File: src/ipc_pkg.sv
// Package: register map, field layout and timing constants for pin config
package ipc_pkg;

	// ****************************************************************
	// Register offsets (byte addresses)
	// ****************************************************************
	localparam logic [7:0] OFF_PIN_CONFIG  = 8'h18;
	localparam logic [7:0] OFF_EXTRA       = 8'h1c;
	localparam logic [7:0] OFF_MODE_STATUS = 8'h20;
	localparam logic [7:0] OFF_IRQ_STATUS  = 8'h24;
	localparam logic [7:0] OFF_IRQ_MASK    = 8'h28;

	// ****************************************************************
	// Field positions
	// ****************************************************************
	localparam int BIT_ACQ_MODE  = 7;
	localparam int BIT_PULSE_OPT = 3;
	localparam int BIT_PIN_B_FN  = 2;
	localparam int BIT_DRV_TYPE  = 1;
	localparam int BIT_POLARITY  = 0;
	localparam int BIT_SOFT_RST  = 0;
	localparam int BIT_HIBERNATE = 1;
	localparam int BIT_ST_TRIG   = 0;
	localparam int BIT_ST_DONE   = 1;

	// ****************************************************************
	// Reset values
	// ****************************************************************
	localparam logic [7:0] RST_PIN_CONFIG = 8'h01;
	localparam logic [1:0] RST_MASK       = 2'h0;

	// ****************************************************************
	// Timing
	// ****************************************************************
	localparam int CLK_MHZ        = 125;
	localparam int PULSE_US       = 32;
	localparam int PULSE_CYCLES   = PULSE_US * CLK_MHZ;
	localparam int ACQ_CYCLES     = 4;

	// Pin drive pair: level, drive enable (active low)
	typedef struct packed {
		logic out;
		logic oe_n;
	} ipc_pin_t;

	typedef enum logic [1:0] {
		ST_IDLE,
		ST_ACQ,
		ST_DONE
	} ipc_state_t;

endpackage

File: src/ipc_top.sv
// Interrupt pin driver, polarity and external trigger configuration block
//
// Overview of operation
// - With pin B function select 0, pin B is an interrupt output fed by routed events.
// - With pin B function select 1, a rising edge on pin B starts a measurement.
// - In full decimated trigger mode one edge runs all decimation acquisitions.
// - The mode status register shows when the external trigger input is active.
// - While trigger input is active, pin B routing is ignored and pin B is high-Z.
// - With the boot strap high the pin B function select bit is ignored.
// - Driver type 0 gives push-pull pins, 1 gives open-drain or open-source.
// - The driver type bit survives a soft reset, lost only on hibernate.
// - With the boot strap high both pin drivers are fixed open-drain.
// - Polarity 0 asserts low, idles high and gives a negative ready pulse.
// - Polarity 1, the reset value, asserts high, idles low, positive pulse.
// - The polarity bit survives a soft reset, lost only on hibernate.
// - With the boot strap high polarity is fixed active low.
// - Open-drain with polarity 0 drives 0 when asserted, else high-Z.
// - Open-source with polarity 1 drives 1 when asserted, else high-Z.
// - Pulse option 1 gives a 32 us ready pulse per data cycle, ORed in.
`timescale 1ns/1ps
`default_nettype none

module ipc_top (
	input  wire logic        pclk,
	input  wire logic        presetn,
	input  wire logic        psel,
	input  wire logic        penable,
	input  wire logic        pwrite,
	input  wire logic [7:0]  paddr,
	input  wire logic [31:0] pwdata,
	output logic      [31:0] prdata,
	output logic             pready,
	output logic             pslverr,
	input  wire logic        boot_strap_select,
	input  wire logic        events_pin_a,
	input  wire logic        events_pin_b,
	input  wire logic        data_ready_event,
	input  wire logic        decimation_cycles_done,
	output logic             acquire_start,
	output logic             irq_pin_a_out,
	output logic             irq_pin_a_oe_n,
	output logic             irq_pin_b_out,
	output logic             irq_pin_b_oe_n,
	input  wire logic        irq_pin_b_in,
	output logic             irq
);

	// ****************************************************************
	// Register bus
	// ****************************************************************
	logic [7:0] cfg;
	logic [7:0] next_cfg;
	logic [1:0] next_sts;
	logic [31:0] next_prdata;
	logic [1:0] sts;
	logic [1:0] msk;
	logic       hib;
	logic       soft_rst;
	logic       wr_en;
	logic       rd_en;
	logic       map_hit;
	logic       trig_en;
	logic       trig_pulse;
	logic       acq_done;
	ipc_pkg::ipc_state_t state;

	assign wr_en = psel && penable && pwrite;
	assign rd_en = psel && !penable && !pwrite;
	assign map_hit = paddr == ipc_pkg::OFF_PIN_CONFIG
		|| paddr == ipc_pkg::OFF_EXTRA
		|| paddr == ipc_pkg::OFF_MODE_STATUS
		|| paddr == ipc_pkg::OFF_IRQ_STATUS
		|| paddr == ipc_pkg::OFF_IRQ_MASK;
	assign soft_rst = wr_en && paddr == ipc_pkg::OFF_EXTRA
		&& pwdata[ipc_pkg::BIT_SOFT_RST];

	// Answer in the setup cycle so access completes in one cycle
	always_ff @(posedge pclk or negedge presetn) begin
		if (!presetn) begin
			pready <= 1'b0;
		end else begin
			pready <= psel && !penable;
		end
	end

	// Unmapped offsets answer with an error and read as zero
	always_ff @(posedge pclk or negedge presetn) begin
		if (!presetn) begin
			pslverr <= 1'b0;
		end else begin
			pslverr <= psel && !penable && !map_hit;
		end
	end

	always_ff @(posedge pclk or negedge presetn) begin
		if (!presetn) begin
			prdata <= 32'h0;
		end else if (rd_en) begin
			prdata <= next_prdata;
		end
	end

	// Looked up from the setup address so data stands during access
	always_comb begin
		next_prdata = 32'h0;
		case (paddr)
		ipc_pkg::OFF_PIN_CONFIG:  next_prdata = {24'h0, cfg};
		ipc_pkg::OFF_EXTRA:       next_prdata = {30'h0, hib, 1'b0};
		ipc_pkg::OFF_MODE_STATUS: next_prdata = {31'h0, trig_en};
		ipc_pkg::OFF_IRQ_STATUS:  next_prdata = {30'h0, sts};
		ipc_pkg::OFF_IRQ_MASK:    next_prdata = {30'h0, msk};
		default:                  next_prdata = 32'h0;
		endcase
	end

	// ****************************************************************
	// Configuration register
	// ****************************************************************
	// Soft reset clears all but driver type and polarity
	always_comb begin
		next_cfg = cfg;
		if (wr_en && paddr == ipc_pkg::OFF_EXTRA
			&& pwdata[ipc_pkg::BIT_HIBERNATE]) begin
			// Hibernate loses everything, even the pin setup
			next_cfg = ipc_pkg::RST_PIN_CONFIG;
		end else if (soft_rst) begin
			next_cfg = {6'h0, cfg[ipc_pkg::BIT_DRV_TYPE],
				cfg[ipc_pkg::BIT_POLARITY]};
		end else if (wr_en && paddr == ipc_pkg::OFF_PIN_CONFIG) begin
			next_cfg = pwdata[7:0];
		end
	end

	always_ff @(posedge pclk or negedge presetn) begin
		if (!presetn) begin
			cfg <= ipc_pkg::RST_PIN_CONFIG;
		end else begin
			cfg <= next_cfg;
		end
	end

	// Hibernate flag, left for software to clear on wake
	always_ff @(posedge pclk or negedge presetn) begin
		if (!presetn) begin
			hib <= 1'b0;
		end else if (wr_en && paddr == ipc_pkg::OFF_EXTRA) begin
			hib <= pwdata[ipc_pkg::BIT_HIBERNATE];
		end
	end

	// ****************************************************************
	// Effective settings after strap override
	// ****************************************************************
	logic eff_od;
	logic eff_pol;
	assign trig_en = cfg[ipc_pkg::BIT_PIN_B_FN]
		&& !boot_strap_select;
	assign eff_od  = boot_strap_select
		|| cfg[ipc_pkg::BIT_DRV_TYPE];
	assign eff_pol = !boot_strap_select
		&& cfg[ipc_pkg::BIT_POLARITY];

	// ****************************************************************
	// Trigger edge detection
	// ****************************************************************
	logic [2:0] trig_sync;
	always_ff @(posedge pclk or negedge presetn) begin
		if (!presetn) begin
			trig_sync <= 3'h0;
		end else begin
			trig_sync <= {trig_sync[1:0], irq_pin_b_in};
		end
	end
	// Only stages two and three compared; stage one is metastable
	assign trig_pulse = trig_en && trig_sync[1]
		&& !trig_sync[2];

	// ****************************************************************
	// Acquisition sequencer
	// ****************************************************************
	// Full mode holds one request until all decimation acquisitions end;
	// edges seen outside idle are dropped, a sequence never restarts
	always_ff @(posedge pclk or negedge presetn) begin
		if (!presetn) begin
			state <= ipc_pkg::ST_IDLE;
		end else begin
			case (state)
			ipc_pkg::ST_IDLE: begin
				if (trig_pulse && cfg[ipc_pkg::BIT_ACQ_MODE]) begin
					state <= ipc_pkg::ST_ACQ;
				end else if (trig_pulse) begin
					state <= ipc_pkg::ST_DONE;
				end
			end
			ipc_pkg::ST_ACQ: begin
				if (decimation_cycles_done) begin
					state <= ipc_pkg::ST_DONE;
				end
			end
			ipc_pkg::ST_DONE: state <= ipc_pkg::ST_IDLE;
			default:          state <= ipc_pkg::ST_IDLE;
			endcase
		end
	end

	// One request per single edge, a held request in full mode
	always_ff @(posedge pclk or negedge presetn) begin
		if (!presetn) begin
			acquire_start <= 1'b0;
		end else begin
			case (state)
			ipc_pkg::ST_IDLE: acquire_start <= trig_pulse;
			ipc_pkg::ST_ACQ:  acquire_start <= !decimation_cycles_done;
			default:          acquire_start <= 1'b0;
			endcase
		end
	end
	assign acq_done = state == ipc_pkg::ST_DONE;

	// ****************************************************************
	// Ready pulse
	// ****************************************************************
	localparam logic [11:0] PULSE_LAST = 12'(ipc_pkg::PULSE_CYCLES - 1);
	logic [11:0] pulse_cnt;
	logic        pulse_on;
	logic        ready_start;
	// The option has no effect while the strap is high
	assign ready_start = data_ready_event && cfg[ipc_pkg::BIT_PULSE_OPT]
		&& !boot_strap_select;

	// A new data cycle restarts the pulse rather than stretching it
	always_ff @(posedge pclk or negedge presetn) begin
		if (!presetn) begin
			pulse_cnt <= 12'h0;
		end else if (ready_start) begin
			pulse_cnt <= 12'h0;
		end else if (pulse_on) begin
			pulse_cnt <= pulse_cnt + 12'h1;
		end
	end

	always_ff @(posedge pclk or negedge presetn) begin
		if (!presetn) begin
			pulse_on <= 1'b0;
		end else if (ready_start) begin
			pulse_on <= 1'b1;
		end else if (pulse_on) begin
			pulse_on <= pulse_cnt != PULSE_LAST;
		end
	end

	// ****************************************************************
	// Pin drivers
	// ****************************************************************
	logic       act_a;
	logic       act_b;
	logic       next_a_out;
	logic       next_a_oe_n;
	logic       next_b_out;
	logic       next_b_oe_n;
	assign act_a = events_pin_a || pulse_on;
	assign act_b = events_pin_b || pulse_on;

	// Push-pull drives both levels; open types float when idle
	always_comb begin
		next_a_out  = act_a ? eff_pol : !eff_pol;
		next_a_oe_n = eff_od && !act_a;
	end

	// Pin B becomes a floating input while it takes trigger edges
	always_comb begin
		next_b_out  = act_b ? eff_pol : !eff_pol;
		next_b_oe_n = eff_od && !act_b;
		if (trig_en) begin
			next_b_out  = 1'b0;
			next_b_oe_n = 1'b1;
		end
	end

	always_ff @(posedge pclk or negedge presetn) begin
		if (!presetn) begin
			irq_pin_a_out  <= 1'b0;
			irq_pin_a_oe_n <= 1'b1;
		end else begin
			irq_pin_a_out  <= next_a_out;
			irq_pin_a_oe_n <= next_a_oe_n;
		end
	end

	always_ff @(posedge pclk or negedge presetn) begin
		if (!presetn) begin
			irq_pin_b_out  <= 1'b0;
			irq_pin_b_oe_n <= 1'b1;
		end else begin
			irq_pin_b_out  <= next_b_out;
			irq_pin_b_oe_n <= next_b_oe_n;
		end
	end

	// ****************************************************************
	// Interrupt status and mask
	// ****************************************************************
	// Hardware set wins over a same-cycle write-one clear
	always_comb begin
		next_sts = sts;
		if (wr_en && paddr == ipc_pkg::OFF_IRQ_STATUS) begin
			next_sts = sts & ~pwdata[1:0];
		end
		next_sts = next_sts | {acq_done, trig_pulse};
	end

	always_ff @(posedge pclk or negedge presetn) begin
		if (!presetn) begin
			sts <= 2'h0;
		end else begin
			sts <= next_sts;
		end
	end

	always_ff @(posedge pclk or negedge presetn) begin
		if (!presetn) begin
			msk <= ipc_pkg::RST_MASK;
		end else if (wr_en && paddr == ipc_pkg::OFF_IRQ_MASK) begin
			msk <= pwdata[1:0];
		end
	end

	// Level output, one cycle behind the status bits
	always_ff @(posedge pclk or negedge presetn) begin
		if (!presetn) begin
			irq <= 1'b0;
		end else begin
			irq <= |(sts & msk);
		end
	end

endmodule

`default_nettype wire

File: config.mk
export PLATFORM = sky130hd
export DESIGN_NAME = ipc_top
export DESIGN_NICKNAME = d
export VERILOG_FILES = /design/src/ipc_pkg.sv /design/src/ipc_top.sv
export SDC_FILE = /design/constraint.sdc
export NUM_CORES = 1
export LEC_CHECK = 0
export BUFFER_PORTS_ARGS = -buffer_cell sky130_fd_sc_hd__buf_2
export CAP_MARGIN = 20
export CORE_MARGIN = 4
export CORE_UTILIZATION = 43
export DETAILED_ROUTE_END_ITERATION = 7
export GPL_ROUTABILITY_DRIVEN = 0
export PLACE_DENSITY = 0.75
export RECOVER_POWER = 100
export SETUP_SLACK_MARGIN = 0.1
export SLEW_MARGIN = 30
export SYNTH_ARGS = -nofsm -noshare
export SYNTH_HDL_FRONTEND = slang
export SYNTH_SLANG_ARGS = --single-unit
File: constraint.sdc
create_clock -name pclk -period 1.2 [get_ports pclk]
set_input_delay 0.24 -clock pclk [delete_from_list [all_inputs] [get_ports pclk]]
set_output_delay 0.24 -clock pclk [all_outputs]
set_load 0.01 [all_outputs]
After elaboration in Yosys (flattened, before gate mapping)
Index checks and enable logic that the tools add are counted.
{"block": "totals", "ff_bits": 71, "out_inout_bits": 40, "in_bits": 51, "word_cells": 95}
{"block": "classes", "reduce_logical": 43, "n_mux": 18, "add_sub_neg": 1, "bitwise_logic": 4, "n_eq_ne": 11}
{"cell": "one-hot mux 8 bit (5 select lines)", "n": 1}
{"cell": "== test 8 x 6 -> 1 bit (second input constant)", "n": 3}
{"cell": "2-to-1 mux 12 bit", "n": 2}
{"cell": "2-to-1 mux 8 bit", "n": 3}
{"cell": "logical AND 1 bit", "n": 20}
{"cell": "== test 8 x 5 -> 1 bit (second input constant)", "n": 2}
{"cell": "adder 12 x 1 -> 12 bit (second input constant)", "n": 1}
{"cell": "inequality test 12 bit (second input constant)", "n": 1}
{"cell": "logical NOT 1 bit", "n": 9}
{"cell": "2-to-1 mux 2 bit", "n": 4}
{"cell": "logical OR 1 bit", "n": 7}
{"cell": "2-to-1 mux 1 bit", "n": 6}
{"cell": "bitwise AND 2 bit", "n": 2}
{"cell": "one-hot mux 2 bit (2 select lines)", "n": 1}
{"cell": "AND reduction 2 bit", "n": 2}
{"cell": "nonzero test 2 bit", "n": 2}
{"cell": "inequality test 3 bit (second input constant)", "n": 1}
{"cell": "nonzero test 3 bit", "n": 1}
{"cell": "== test 2 x 1 -> 1 bit (second input constant)", "n": 1}
{"cell": "== test 2 bit (second input constant)", "n": 1}
{"cell": "logical NOT 2 bit", "n": 1}
{"cell": "inequality test 2 x 1 -> 1 bit (second input constant)", "n": 1}
{"cell": "inequality test 2 bit (second input constant)", "n": 1}
{"cell": "inverter 2 bit", "n": 1}
{"cell": "other kinds (3)", "n": 3}

Depth between registers and ports, before layout
Gate-level depths: netlist (run 1).
{"block": "depth", "depth_word": 7, "depth_mapped": 6, "depth_no_buf": 5}

Worst setup path after synthesis (run 1)
No wires, ideal clock.
{"block": "synth_timing", "kind": "input-to-reg", "from": "input port paddr[1]", "to": "register cfg[7]", "setup_time_ns": 0.124, "t_arrival_ns": 1.520, "stages": 5, "n_path_buf": 1, "t_required_ns": 1.076, "setup_slack_ns": -0.444, "cell_sequence": "or4_4 > and4bb_1 > buf_6 > mux2_4 > o31a_1"}
{"block": "synth_between", "elab_chain_cells": 5, "word_cells_on_any_way": 9, "classes_between": "2 x eq/ne; 2 x mux; 5 x reduce/logical"}
{"item": "start: declaration", "line": "ipc_top.sv:29", "source": "input wire logic [7:0] paddr,"}
{"item": "== test 8 x 5 -> 1 bit", "line": "ipc_top.sv:74, ipc_top.sv:122"}
{"item": "logical AND 1 bit", "line": "ipc_top.sv:74, ipc_top.sv:122"}
{"item": "logical AND 1 bit", "line": "ipc_top.sv:75", "source": "&& pwdata[ipc_pkg::BIT_SOFT_RST];"}
{"item": "2-to-1 mux 8 bit", "line": "ipc_top.sv:126", "source": "end else if (soft_rst) begin"}
{"item": "2-to-1 mux 8 bit", "line": "ipc_top.sv:122", "source": "if (wr_en && paddr == ipc_pkg::OFF_EXTRA"}
{"item": "end signal: assignment", "line": "ipc_top.sv:136", "source": "cfg <= ipc_pkg::RST_PIN_CONFIG;"}
{"item": "end signal: assignment", "line": "ipc_top.sv:138", "source": "cfg <= next_cfg;"}
{"item": "end: declaration", "line": "ipc_top.sv:51", "source": "logic [7:0] cfg;"}
Several ways; a longest one is shown, not always the timed one. The select of a mux whose other input is x is not followed.
A chain may end at the register's enable or synchronous reset.

Worst setup path after layout (run 1)
{"block": "layout_timing", "from": "input port paddr[1]", "to": "register cfg[0]"}
{"block": "layout_between", "elab_chain_cells": 5, "word_cells_on_any_way": 10, "classes_between": "3 x eq/ne; 1 x mux; 6 x reduce/logical"}
{"item": "== test 8 x 5 -> 1 bit", "line": "ipc_top.sv:74, ipc_top.sv:122"}
{"item": "logical AND 1 bit", "line": "ipc_top.sv:74, ipc_top.sv:122"}
{"item": "logical AND 1 bit (on tied branches)", "line": "ipc_top.sv:75, ipc_top.sv:123"}
{"item": "inequality test 2 x 1 -> 1 bit (no line) or nonzero test 2 bit (tied branches)"}
{"item": "AND reduction 2 bit (no line)"}
Several ways; a longest one is shown, not always the timed one.

==> summary.md, run 1 <==
| Metric | Value |
|---|---|
| Max clock buf depth | 2 |
| RSZ-0062 raised after global routing | yes |
| Worst-Margin Slew | approximately 630 ps |
| Non-Filler Instances | about 380 |
| Multiplexer share of the synthesized area | 0.0390 |
| All-layer global routing usage | 0.182 |
| Initial antenna violation count | 0 |
| Post-DR vias/cell | 5.08 |
| Fillers | a little over 400 |
| Antenna cells | 0 |
| Initial Util | 0.446 |
| CTS tree | built |
| Yosys Warn Count | 0 |
| CTS Buf Count | 5 |
| Status | complete, but fails checks |
| Final critical-path share of the clock period | 1.21 |
| Final worst path period need | approximately 1400 ps |
| Post-synthesis simple-gate area fraction | 0.170 |
| CP max stage cell | or4_4 |
| # Max-Cap Violations | 0 |
| Synth area leader | dfrtp_1 |
| # H-tree levels | 2 |
| Grt total ovfl | 0 |
| Fraction of the mapped netlist area in compound gates | 0.132 |
| Drt initial violations | 88 |
| Post-synthesis sequential area ratio | 0.518 |
| Row cnt | 26 |
| Post-synthesis xor/xnor area fraction | 0.0346 |
| Placed cell areas | 2770 um^2 |
| Final WS setup | -249 ps |
| FMAX | about 690 MHz |
| Die Wd | just over 80 um |
| First-pass GRT wire length | approximately 9 mm |
| Crit Path Class | in -> reg |
| Vias | 1916 |
| Final Hold Vio Count | 0 |
| Vias in the first global route | between 1500 and 2000 |
| FF+latch area | roughly 1200 um^2 |
| Worst skew pair latency | approximately 310 ps |
| Final setup viols | 23 |
| Design Area, Final | around 3200 um^2 |
| Clk pin slew, worst setup/hold paths | 80 ps |
| Synth Register Bits | 47 |
| Critical path capture point type | flip-flop |
| Hold crit path type | in -> reg |
| Synth cell count leaders | dfrtp_1 (44), buf_4 (24), nor2_1 (19), a22o_1 (11), nand2_1 (11) |
| Core area | 5110 um^2 |
| Slowest stage delay, CP | approximately 530 ps |
| Syn avg cell area | around 11 um^2 |
| Dpl cells | between 300 and 400 |
| Area share of fa/ha/maj cells after synthesis | 0.00549 |
| CTS root buf | clkbuf_8 |
| Cells after Synth | 211 |
| Layout cell share with drive strength beyond 1 | 0.417 |
| First-pass DRT Iterations | 4 |
| Slew Limit Fails | 0 |
| P_leak | 0.00149 uW |
| Setup TNS Final | -1980 ps |
| Failing checks | negative setup slack |
| Main combinational cell family by area after synthesis | simple AND/OR/NAND/NOR gates |
| Top cells by area, synth | dfrtp_1 (48%), buf_4 (7.9%), a22o_1 (4.2%) |
| Crit-path max FO | 6 |
| Peak VDD IR | roughly 0.52 mV |
| Largest net degree at the start of global routing | 48 |
| Place WS | -552 ps |
| Die Ht | just over 80 um |
| DRC Markers | 0 |
| Final Skew | about 11 ps |
| Power Density | about 1100 nW/um^2 |
| Placed wire-length estimate | 3.85 mm |
| IO Count | 91 |
| Routed Antenna Nets | 0 |
| Critical Path AT | around 1700 ps |
| Post-layout util | 0.627 |
| Multi-input gate area | 1170 um^2 |
| EDFF count, synth | 0 |
| Area delta synth->final | 40.6% |
| Headroom to the max-slew limit | 0.579 |
| Unique masters post-synth | 47 |
| Port bufs | 42 |
| Detailed-route wire length | roughly 5.7 mm |
| Total die area | between 6000 and 7000 um^2 |
| Critical Path RT | around 1400 ps |
| WL per Instance | 15.1 um |
| Clk sinks | 47 |
| Yosys top cell area share | 0.483 |
| Post-synth ARST share | 1.00 |
| Final #Nets | around 360 |
| Worst path cell trace | buf_6 -> or4_4 -> and4bb_1 -> buf_4 -> mux2i_1 -> o31ai_1 |
| Count leader, synth | dfrtp_1 |
| CP Launch Type | input port |
| Synthesized area | roughly 2300 um^2 |
| Post-synth top flop | dfrtp_1 |
## final timing paths
path | slack [ps] | from | depth (start not counted) | endpoint
setup / recovery | -250 | paddr[1] | 6 | cfg[0]$_DFFE_PN1P_
hold / removal | 40 | irq_pin_b_in | 1 | trig_sync[0]$_DFF_PN0_
setup reg to reg | -110 | pulse_on$_DFF_PN0_ | 5 | pulse_cnt[3]$_DFFE_PN0P_
hold reg to reg | 360 | trig_sync[0]$_DFF_PN0_ | 0 | trig_sync[1]$_DFF_PN0_
max in group asynchronous | 150 | presetn | 3 | pulse_cnt[1]$_DFFE_PN0P_
min in group asynchronous | 590 | presetn | 3 | irq_pin_b_out$_DFF_PN0_
## worst max-delay path, delay by kind of cell
family,cells,cell delay [ps]
AND/OR/NAND/NOR,2,840
buffers and inverters,2,260
multiplexers,1,230
AO/OA/AOI/OAI,1,100
## logic make-up after synthesis
group / after synthesis
buffers and inverters: 34
adder cells (fa/ha/maj): 1
other: 1
AO/OA/AOI/OAI: 40
XOR/XNOR: 9
AND/OR/NAND/NOR: 71
flip-flops: 47
multiplexers: 8
## sequential cells by signal, indices dropped and copies added, names as in the netlist, 2 cells and up
name and count:
pulse_cnt 12, cfg 8, prdata 8, trig_sync 3, msk 2, state 2, sts 2
## metal layers
layer | routed length [um] | global-route usage
met4 | 127 | 0.0743
met1 | 2240 | 0.204
met3 | 245 | 0.0432
met5 | 0 | 0
met2 | 3090 | 0.329
## timing repair
| action | 4_1_cts | 5_1_grt |
|---|---|---|
| resized for setup | 25 | 28 |
| endpoints found under the hold margin | 44 | 0 |
| setup endpoints to repair | 32 | 42 |
| setup buffers | 8 | 11 |
| hold buffers | 1 | 0 |
| pin swaps | 19 | 23 |
## placed cells by master, fill, tap and decap left out, drive strengths merged, types with 2 or more instances in the layout
cell type / Yosys / routed
a211o: 2 / 2
a21o: 3 / 3
a21oi: 6 / 6
a22o: 14 / 14
a22oi: 2 / 2
buf: 27 / 72
clkbuf: 2 / 28
conb: 1 / 24
dfrtp: 44 / 44
dfstp: 3 / 3
inv: 5 / 5
mux2: 4 / 4
mux2i: 4 / 4
nand2: 11 / 11
nand2b: 4 / 4
nand3: 8 / 8
nand4: 6 / 6
nor2: 19 / 19
nor2b: 3 / 3
nor3: 5 / 5
nor4: 4 / 4
o21ai: 6 / 6
o31ai: 2 / 2
or3: 3 / 3
xnor2: 6 / 6
xor2: 3 / 3
## layout make-up
type                            instances  share of cell area
Multi-Input combinational cell        153               0.366
Timing Repair Buffer                   94               0.199
Clock buffer                            7              0.0301
Inverter                                5             0.00586
Tap cell                               70              0.0273
Sequential cell                        47               0.370
Clock inverter                          1             0.00234
## metrics by stage
step           total power (uW)  hold slack, ps
6_report                   3650            36.5
3_3_place_gp               2360             242
2_1_floorplan              2150           -55.6
4_1_cts                    3530            27.2
3_5_place_dp               2380             240
5_1_grt                    3840            25.2
## power by group
part | internal [uW] | switching (uW) | total (uW)
combinational | 375 | 353 | 728
clock | 524 | 530 | 1050
sequential | 1720 | 150 | 1870
total | 2610 | 1030 | 3650
Power figures use the tool's default switching activity.
==> inputs of run 2 (changes only) <==
- ABC_AREA: default -> 1
- CORE_UTILIZATION: 43 -> 44
- MAX_ROUTING_LAYER: default -> met4
- PLACE_DENSITY: 0.75 -> 0.8
==> run 2 against run 1 <==
  * The flow still finishes with violations (negative setup slack)
  * Routed wire length fell by 4.0%
  * Maximum frequency rose by 15%
  * Utilization fell by 5.5 points
  * Synthesized area rose by 4.5%
  * Final area fell by 7.6%
  * Clock power fell by 7%
  * Power rose by 5.8%
  * Via count rose by 10%
  * Critical path depth did not move
  * Global-route usage fell by 1.6 points
  * Critical path type is now reg -> reg
  * Critical endpoint is now pulse_cnt[11]$_DFFE_PN0P_
  * Largest power group unchanged
==> summary.md, run 2 <==
| Metric | Value |
|---|---|
| Final worst path period need | between 1000 and 1500 ps |
| Antenna cells | 0 |
| WL per Instance | around 13 um |
| Port bufs | 42 |
| Final setup viols | 5 |
| Post-synthesis sequential area ratio | 0.496 |
| First-pass DRT Iterations | 4 |
| Worst path cell trace | buf_4 -> inv_1 -> nor3_2 -> nand3_1 -> nor2_1 -> nor2_1 |
| R2R Setup Slk | -60 ps |
| Failing checks | negative setup slack |
| Number of flip-flops in the largest register | 12 |
| Count leader, synth | nand2_1 |
| Most common cell after layout, fill and taps aside | nand2_1 |
| Clk sinks | between 40 and 50 |
| Vias in the first global route | around 1900 |
| Internal | 2630 uW |
| Critical Path AT | 1460 ps |
| Yosys Warn Count | 0 |
| Layout cell share with drive strength beyond 1 | 0.277 |
| Hold path cells | 1 |
| Syn avg cell area | a little over 8 um^2 |
| Slowest stage delay, CP | roughly 420 ps |
| Placed wire-length estimate | just under 4 mm |
| CP Launch Type | flip-flop |
| Sw frac | 0.318 |
| Critical path capture point type | flip-flop |
| CTS tree | built |
| Status | complete, but fails checks |
| P_leak | 0.00158 uW |
| Reg2Reg Depth | 6 |
| Design Area, Final | about 3000 um^2 |
| Place WS | -132 ps |
| Row cnt | 26 |
| Combinational Power Share | 0.258 |
| Routed Antenna Nets | 0 |
| Placed cell areas | 2700 um^2 |
| CTS root buf | clkbuf_8 |
| Yosys top cell area share | 0.462 |
| Headroom to the max-slew limit | 0.635 |
| Grt total ovfl | 0 |
| Worst Hold End | trig_sync[0]$_DFF_PN0_ |
| Detailed-route wire length | around 5.5 mm |
| Initial Util | 0.460 |
| Synth Register Bits | 47 |
| Biggest register | pulse_cnt |
| Hold crit path type | in -> reg |
| Post-synth ARST share | 1.00 |
| Peak VDD IR | 0.564 mV |
| Sw Pwr | around 1200 uW |
| Cells after Synth | between 200 and 300 |
| Area delta synth->final | 24.3% |
| Fillers | approximately 450 |
| FMAX | 795 MHz |
| # H-tree levels | 2 |
| PnR Total Power | 3860 uW |
| IO Count | between 90 and 100 |
| Die Wd | 81.6 um |
| Clock power share | 0.254 |
| Die Ht | a little over 80 um |
| Most frequent cells in the layout | nand2_1 (62), dfrtp_1 (44), inv_1 (30), buf_2 (25), buf_4 (25) |
| Top cells by area, synth | dfrtp_1 (46%), nand2_1 (11%), buf_4 (7.9%) |
| DRC Markers | 0 |
| Final WS setup | -57.8 ps |
| Reg power frac | 0.488 |
| Worst skew pair latency | slightly above 300 ps |
| Hold slack | 38.6 ps |
| Synth area leader | dfrtp_1 |
| Total die area | roughly 6700 um^2 |
| Post-DR vias/cell | just under 5 |
| Synthesized area | 2380 um^2 |
| Dpl cells | 414 |
| EDFF count, synth | 0 |
| First-pass GRT wire length | 8.24 mm |
| Final Hold Vio Count | 0 |
| Final Skew | around 6.2 ps |
| Top Registers | pulse_cnt x12, cfg x8, prdata x8 |
| Core area | a little over 5000 um^2 |
| CP max stage cell | dfrtp_1 |
| Critical R2R Launch | pulse_cnt[0]$_DFFE_PN0P_ |
| Power Density | approximately 1300 nW/um^2 |
| Max clock buf depth | 2 |
| Initial antenna violation count | 0 |
| CTS Buf Count | 5 |
| Crit Path Class | reg -> reg |
| Reg2reg end | pulse_cnt[11]$_DFFE_PN0P_ |
| Cell mode on critical path | nor2_1 |
| Final #Nets | 416 |
| All-layer global routing usage | 0.166 |
| RSZ-0062 raised after global routing | yes |
| Drt initial violations | ~200 |
| Hold_sp | irq_pin_b_in |
| # Max-Cap Violations | 0 |
| Slew Limit Fails | 0 |
| Largest net degree at the start of global routing | 18 |
| Final critical-path share of the clock period | 1.05 |
| Unique masters post-synth | 30 |
| Synth cell count leaders | nand2_1 (67), dfrtp_1 (44), inv_1 (28), buf_4 (25) |
| Critical Path RT | ~1400 ps |
| Vias | approximately 2100 |
| Worst-Margin Slew | 548 ps |
| Post-synth top flop | dfrtp_1 |
| Crit-path max FO | 3 |
| Clk pin slew, worst setup/hold paths | about 80 ps |
| Non-Filler Instances | around 440 |
[run 2: cell types whose count changed in the layout (fill, tap and decap cells not counted), moves of 5 or more]
cell,before,now
inv_1,5,30
buf_4,35,25
o21ai_0,1,14
inv_2,0,6
a22o_1,11,1
nor2_1,16,21
nand3_1,3,21
buf_6,12,4
nand2_2,2,11
nand2_1,9,62
[run 2: cell families after synthesis]
| family | Yosys count | share of synthesized area |
|---|---|---|
| buffers and inverters | 63 | 0.143 |
| other | 1 | 0.00157 |
| xor gates and xnor gates | 2 | 0.00736 |
| and+or+nand+nor | 136 | 0.257 |
| AOI/OAI and AO/OA | 37 | 0.0904 |
| DFF | 47 | 0.496 |
| adders and majority gates | 1 | 0.00525 |
[run 2: what timing repair did]
item / 4_1_cts / 5_1_grt
hold buffers: 1 / 0
resized for setup: 20 / 15
hold endpoints to repair: 5 / 0
setup buffers: 3 / 9
endpoints found under the setup margin: 16 / 21
pin swaps: 10 / 8
[run 2: stage by stage]
stage                util  TNS [ps]
finish              0.572      -106
global route        0.572      -810
CTS                 0.560     -7.08
detailed placement  0.523      -915
global placement    0.523      -495
floorplan               -         0
[run 2: power by group through the flow]
stage | Sequential (uW) | Combinational (uW) | Clock [uW]
global placement | 1850 | 617 | 0
global route | 1890 | 1110 | 1080
floorplan | 1840 | 457 | 0
finish | 1880 | 996 | 978
CTS | 1830 | 793 | 997
detailed placement | 1860 | 639 | 0
[run 2: worst max path at each step]
stage | startpoint | endpoint | slack (ps) | cells after the start
after CTS | pulse_cnt[1]$_DFFE_PN0P_ | pulse_cnt[10]$_DFFE_PN0P_ | -7 | 8
final | pulse_cnt[0]$_DFFE_PN0P_ | pulse_cnt[11]$_DFFE_PN0P_ | -60 | 6
after floorplan | pulse_cnt[0]$_DFFE_PN0P_ | pulse_cnt[6]$_DFFE_PN0P_ | 90 | 7
after global placement | paddr[0] | cfg[7]$_DFFE_PN0P_ | -90 | 9
after detailed placement | paddr[0] | cfg[4]$_DFFE_PN0P_ | -130 | 9
after global routing | pulse_cnt[0]$_DFFE_PN0P_ | pulse_cnt[11]$_DFFE_PN0P_ | -100 | 7
[run 2: final cells by class]
cell class | instances | area (um^2) | share of cell area
Clock inverter | 1 | 5.00 | 0.00169
Tap cell | 70 | 87.6 | 0.0296
Multi-Input combinational cell | 200 | 1020 | 0.344
Timing Repair Buffer | 74 | 448 | 0.151
Inverter | 36 | 135 | 0.0456
Sequential cell | 47 | 1180 | 0.399
Clock buffer | 7 | 86.3 | 0.0292
[run 2: worst max-delay path: cells and delay by family, from the launching register on]
kind	cells	cell delay, ps
buffers and inverters	2	200
AND/OR/NAND/NOR	4	530
flip-flops	1	420
[run 2: routing by layer]
layer	vias to the layer above	GRT usage	part of all wire
met3	9	0.0362	0.071
li1	1016	-	-
met5	-	-	0
met1	996	0.196	0.41
met4	0	0.0456	0.019
met2	87	0.286	0.50
==> inputs of run 3 (changes only) <==
- SKIP_LAST_GASP: default -> 1
==> run 3 against run 2 <==
  * Setup slack improved by 29 ps
  * Die area unchanged
  * Sequential share of layout area decreased by 0.25 points
  * The flow still finishes with violations (negative setup slack)
  * Final area up 0.63%
  * Combinational power down 2.1%
  * Largest power group unchanged
  * Largest cell class unchanged
==> summary.md, run 3 (synthesis gave the netlist of run 2 again) <==
| Metric | Value |
|---|---|
| Layout cell share with drive strength beyond 1 | 0.321 |
| Clk pin slew, worst setup/hold paths | 80 ps |
| Initial Util | 0.460 |
| First-pass DRT Iterations | 6 |
| RSZ-0062 raised after global routing | yes |
| Power Density | between 1000 and 1500 nW/um^2 |
| Post-DR vias/cell | ~4.8 |
| All-layer global routing usage | 0.165 |
| Detailed-route wire length | about 5.4 mm |
| Place WS | -132 ps |
| Total die area | around 6700 um^2 |
| Drt initial violations | 170 |
| Worst-Margin Slew | between 500 and 600 ps |
| Reg2reg end | pulse_cnt[11]$_DFFE_PN0P_ |
| Crit-path max FO | 3 |
| Crit path max-delay family | simple AND/OR/NAND/NOR gates |
| WL per Instance | between 10 and 15 um |
| Clk sinks | 47 |
| CTS Buf Count | 5 |
| Most common cell after layout, fill and taps aside | nand2_1 |
| Biggest register | pulse_cnt |
| Vias in the first global route | roughly 1900 |
| Vias | roughly 2100 |
| Final worst path period need | 1230 ps |
| # H-tree levels | 2 |
| Critical path capture point type | flip-flop |
| Final #Nets | roughly 420 |
| Number of flip-flops in the largest register | 12 |
| Row cnt | 26 |
| R2R Setup Slk | -30 ps |
| DRC Markers | 0 |
| Port bufs | 42 |
| Crit path depth | 6 |
| Failing checks | negative setup slack |
| Status | complete, but fails checks |
| Die Ht | ~82 um |
| Crit Path Class | reg -> reg |
| Largest net degree at the start of global routing | 18 |
| Slew Limit Fails | 0 |
| Post-layout util | 0.576 |
| Final critical-path share of the clock period | 1.02 |
| CP Launch Type | flip-flop |
| IO Count | ~90 |
| Most frequent cells in the layout | nand2_1 (61), dfrtp_1 (44), buf_2 (39), inv_1 (29), buf_4 (27) |
| Cell mode on critical path | nor2_1 |
| Final setup viols | 1 |
| Slowest stage delay, CP | about 400 ps |
| Final WS setup | -28.4 ps |
| Top Registers | pulse_cnt x12, cfg x8, prdata x8 |
| Headroom to the max-slew limit | 0.638 |
| Reg2Reg Depth | 6 |
| PnR Total Power | 3840 uW |
| Core area | between 5000 and 6000 um^2 |
| Initial antenna violation count | 0 |
| CTS root buf | clkbuf_8 |
| P_leak | 0.00163 uW |
| Bufs and invs on worst path | 2 |
| Area delta synth->final | 25.1% |
| Critical Path AT | between 1000 and 1500 ps |
| # Max-Cap Violations | 0 |
| Multi-input gate area | between 1000 and 1500 um^2 |
| Worst setup startpoint | pulse_cnt[0]$_DFFE_PN0P_ |
| Placed wire-length estimate | approximately 3.8 mm |
| Critical R2R Launch | pulse_cnt[0]$_DFFE_PN0P_ |
| Final Hold Vio Count | 0 |
| Setup crit end | pulse_cnt[11]$_DFFE_PN0P_ |
| Worst skew pair latency | approximately 310 ps |
| Hold crit path type | in -> reg |
| Die Wd | slightly above 80 um |
| Max clock buf depth | 2 |
| FMAX | approximately 800 MHz |
| Grt total ovfl | 0 |
| Critical Path RT | 1400 ps |
| First-pass GRT wire length | between 8 and 9 mm |
| Antenna cells | 0 |
| Worst path cell trace | buf_4 -> inv_1 -> nor3_2 -> nand3_1 -> nor2_1 -> nor2_1 |
| CP max stage cell | dfrtp_1 |
| Hold path cells | 1 |
| Final Skew | 7.30 ps |
| Peak VDD IR | approximately 0.56 mV |
| FF+latch area | 1180 um^2 |
| CTS tree | built |
| Fillers | 442 |
| Routed Antenna Nets | 0 |
## run 3: repair_timing
action,4_1_cts,5_1_grt
resized for setup,17,17
buffers inserted,3,9
endpoints found under the hold margin,5,0
cloned,0,0
hold buffers,1,0
pin swaps,9,6
endpoints found under the setup margin,16,21
## run 3: stage by stage
step                      TNS [ps]  cells  hold slack, ps  area (um^2)
after detailed placement      -915    414             111         2700
after global placement        -495    414             110         2700
after CTS                    -7.08    426            31.8         2890
after floorplan                  0    310           -55.6         2470
final                        -28.4    435            33.9         2980
after global routing          -513    435            15.8         2980
## run 3: area by class of cell
| type | count | share of cell area |
|---|---|---|
| flip-flops and latches | 47 | 0.396 |
| multi-input cells | 200 | 0.343 |
| repair buffers | 74 | 0.155 |
| inverters | 36 | 0.0458 |
| well taps | 70 | 0.0294 |
| clock buffers | 7 | 0.0290 |
| clock inverters | 1 | 0.00168 |
## run 3: worst reg2reg max path, stage by stage (launching register included)
cell and delay, ps:
dfrtp_1 400, buf_4 140, inv_1 70, nor3_2 220, nand3_1 130, nor2_1 120
nor2_1 50
## run 3: worst min-delay path by stage
stage | to | startpoint | slack [ps]
final | trig_sync[0]$_DFF_PN0_ | irq_pin_b_in | 30
after global routing | trig_sync[0]$_DFF_PN0_ | irq_pin_b_in | 20
after CTS | trig_sync[0]$_DFF_PN0_ | irq_pin_b_in | 30
after detailed placement | cfg[7]$_DFFE_PN0P_ | presetn | 110
after global placement | cfg[3]$_DFFE_PN0P_ | presetn | 110
after floorplan | acquire_start$_DFF_PN0_ | presetn | -60
## run 3: report_power, final
group | switching (uW) | internal, uW
combinational | 544 | 431
clock | 520 | 465
sequential | 153 | 1720
## run 3: layer usage
layer,wire length [um],track usage
met1,2260,0.197
met2,2640,0.282
met3,337,0.0362
met4,128,0.0456
met5,0,-
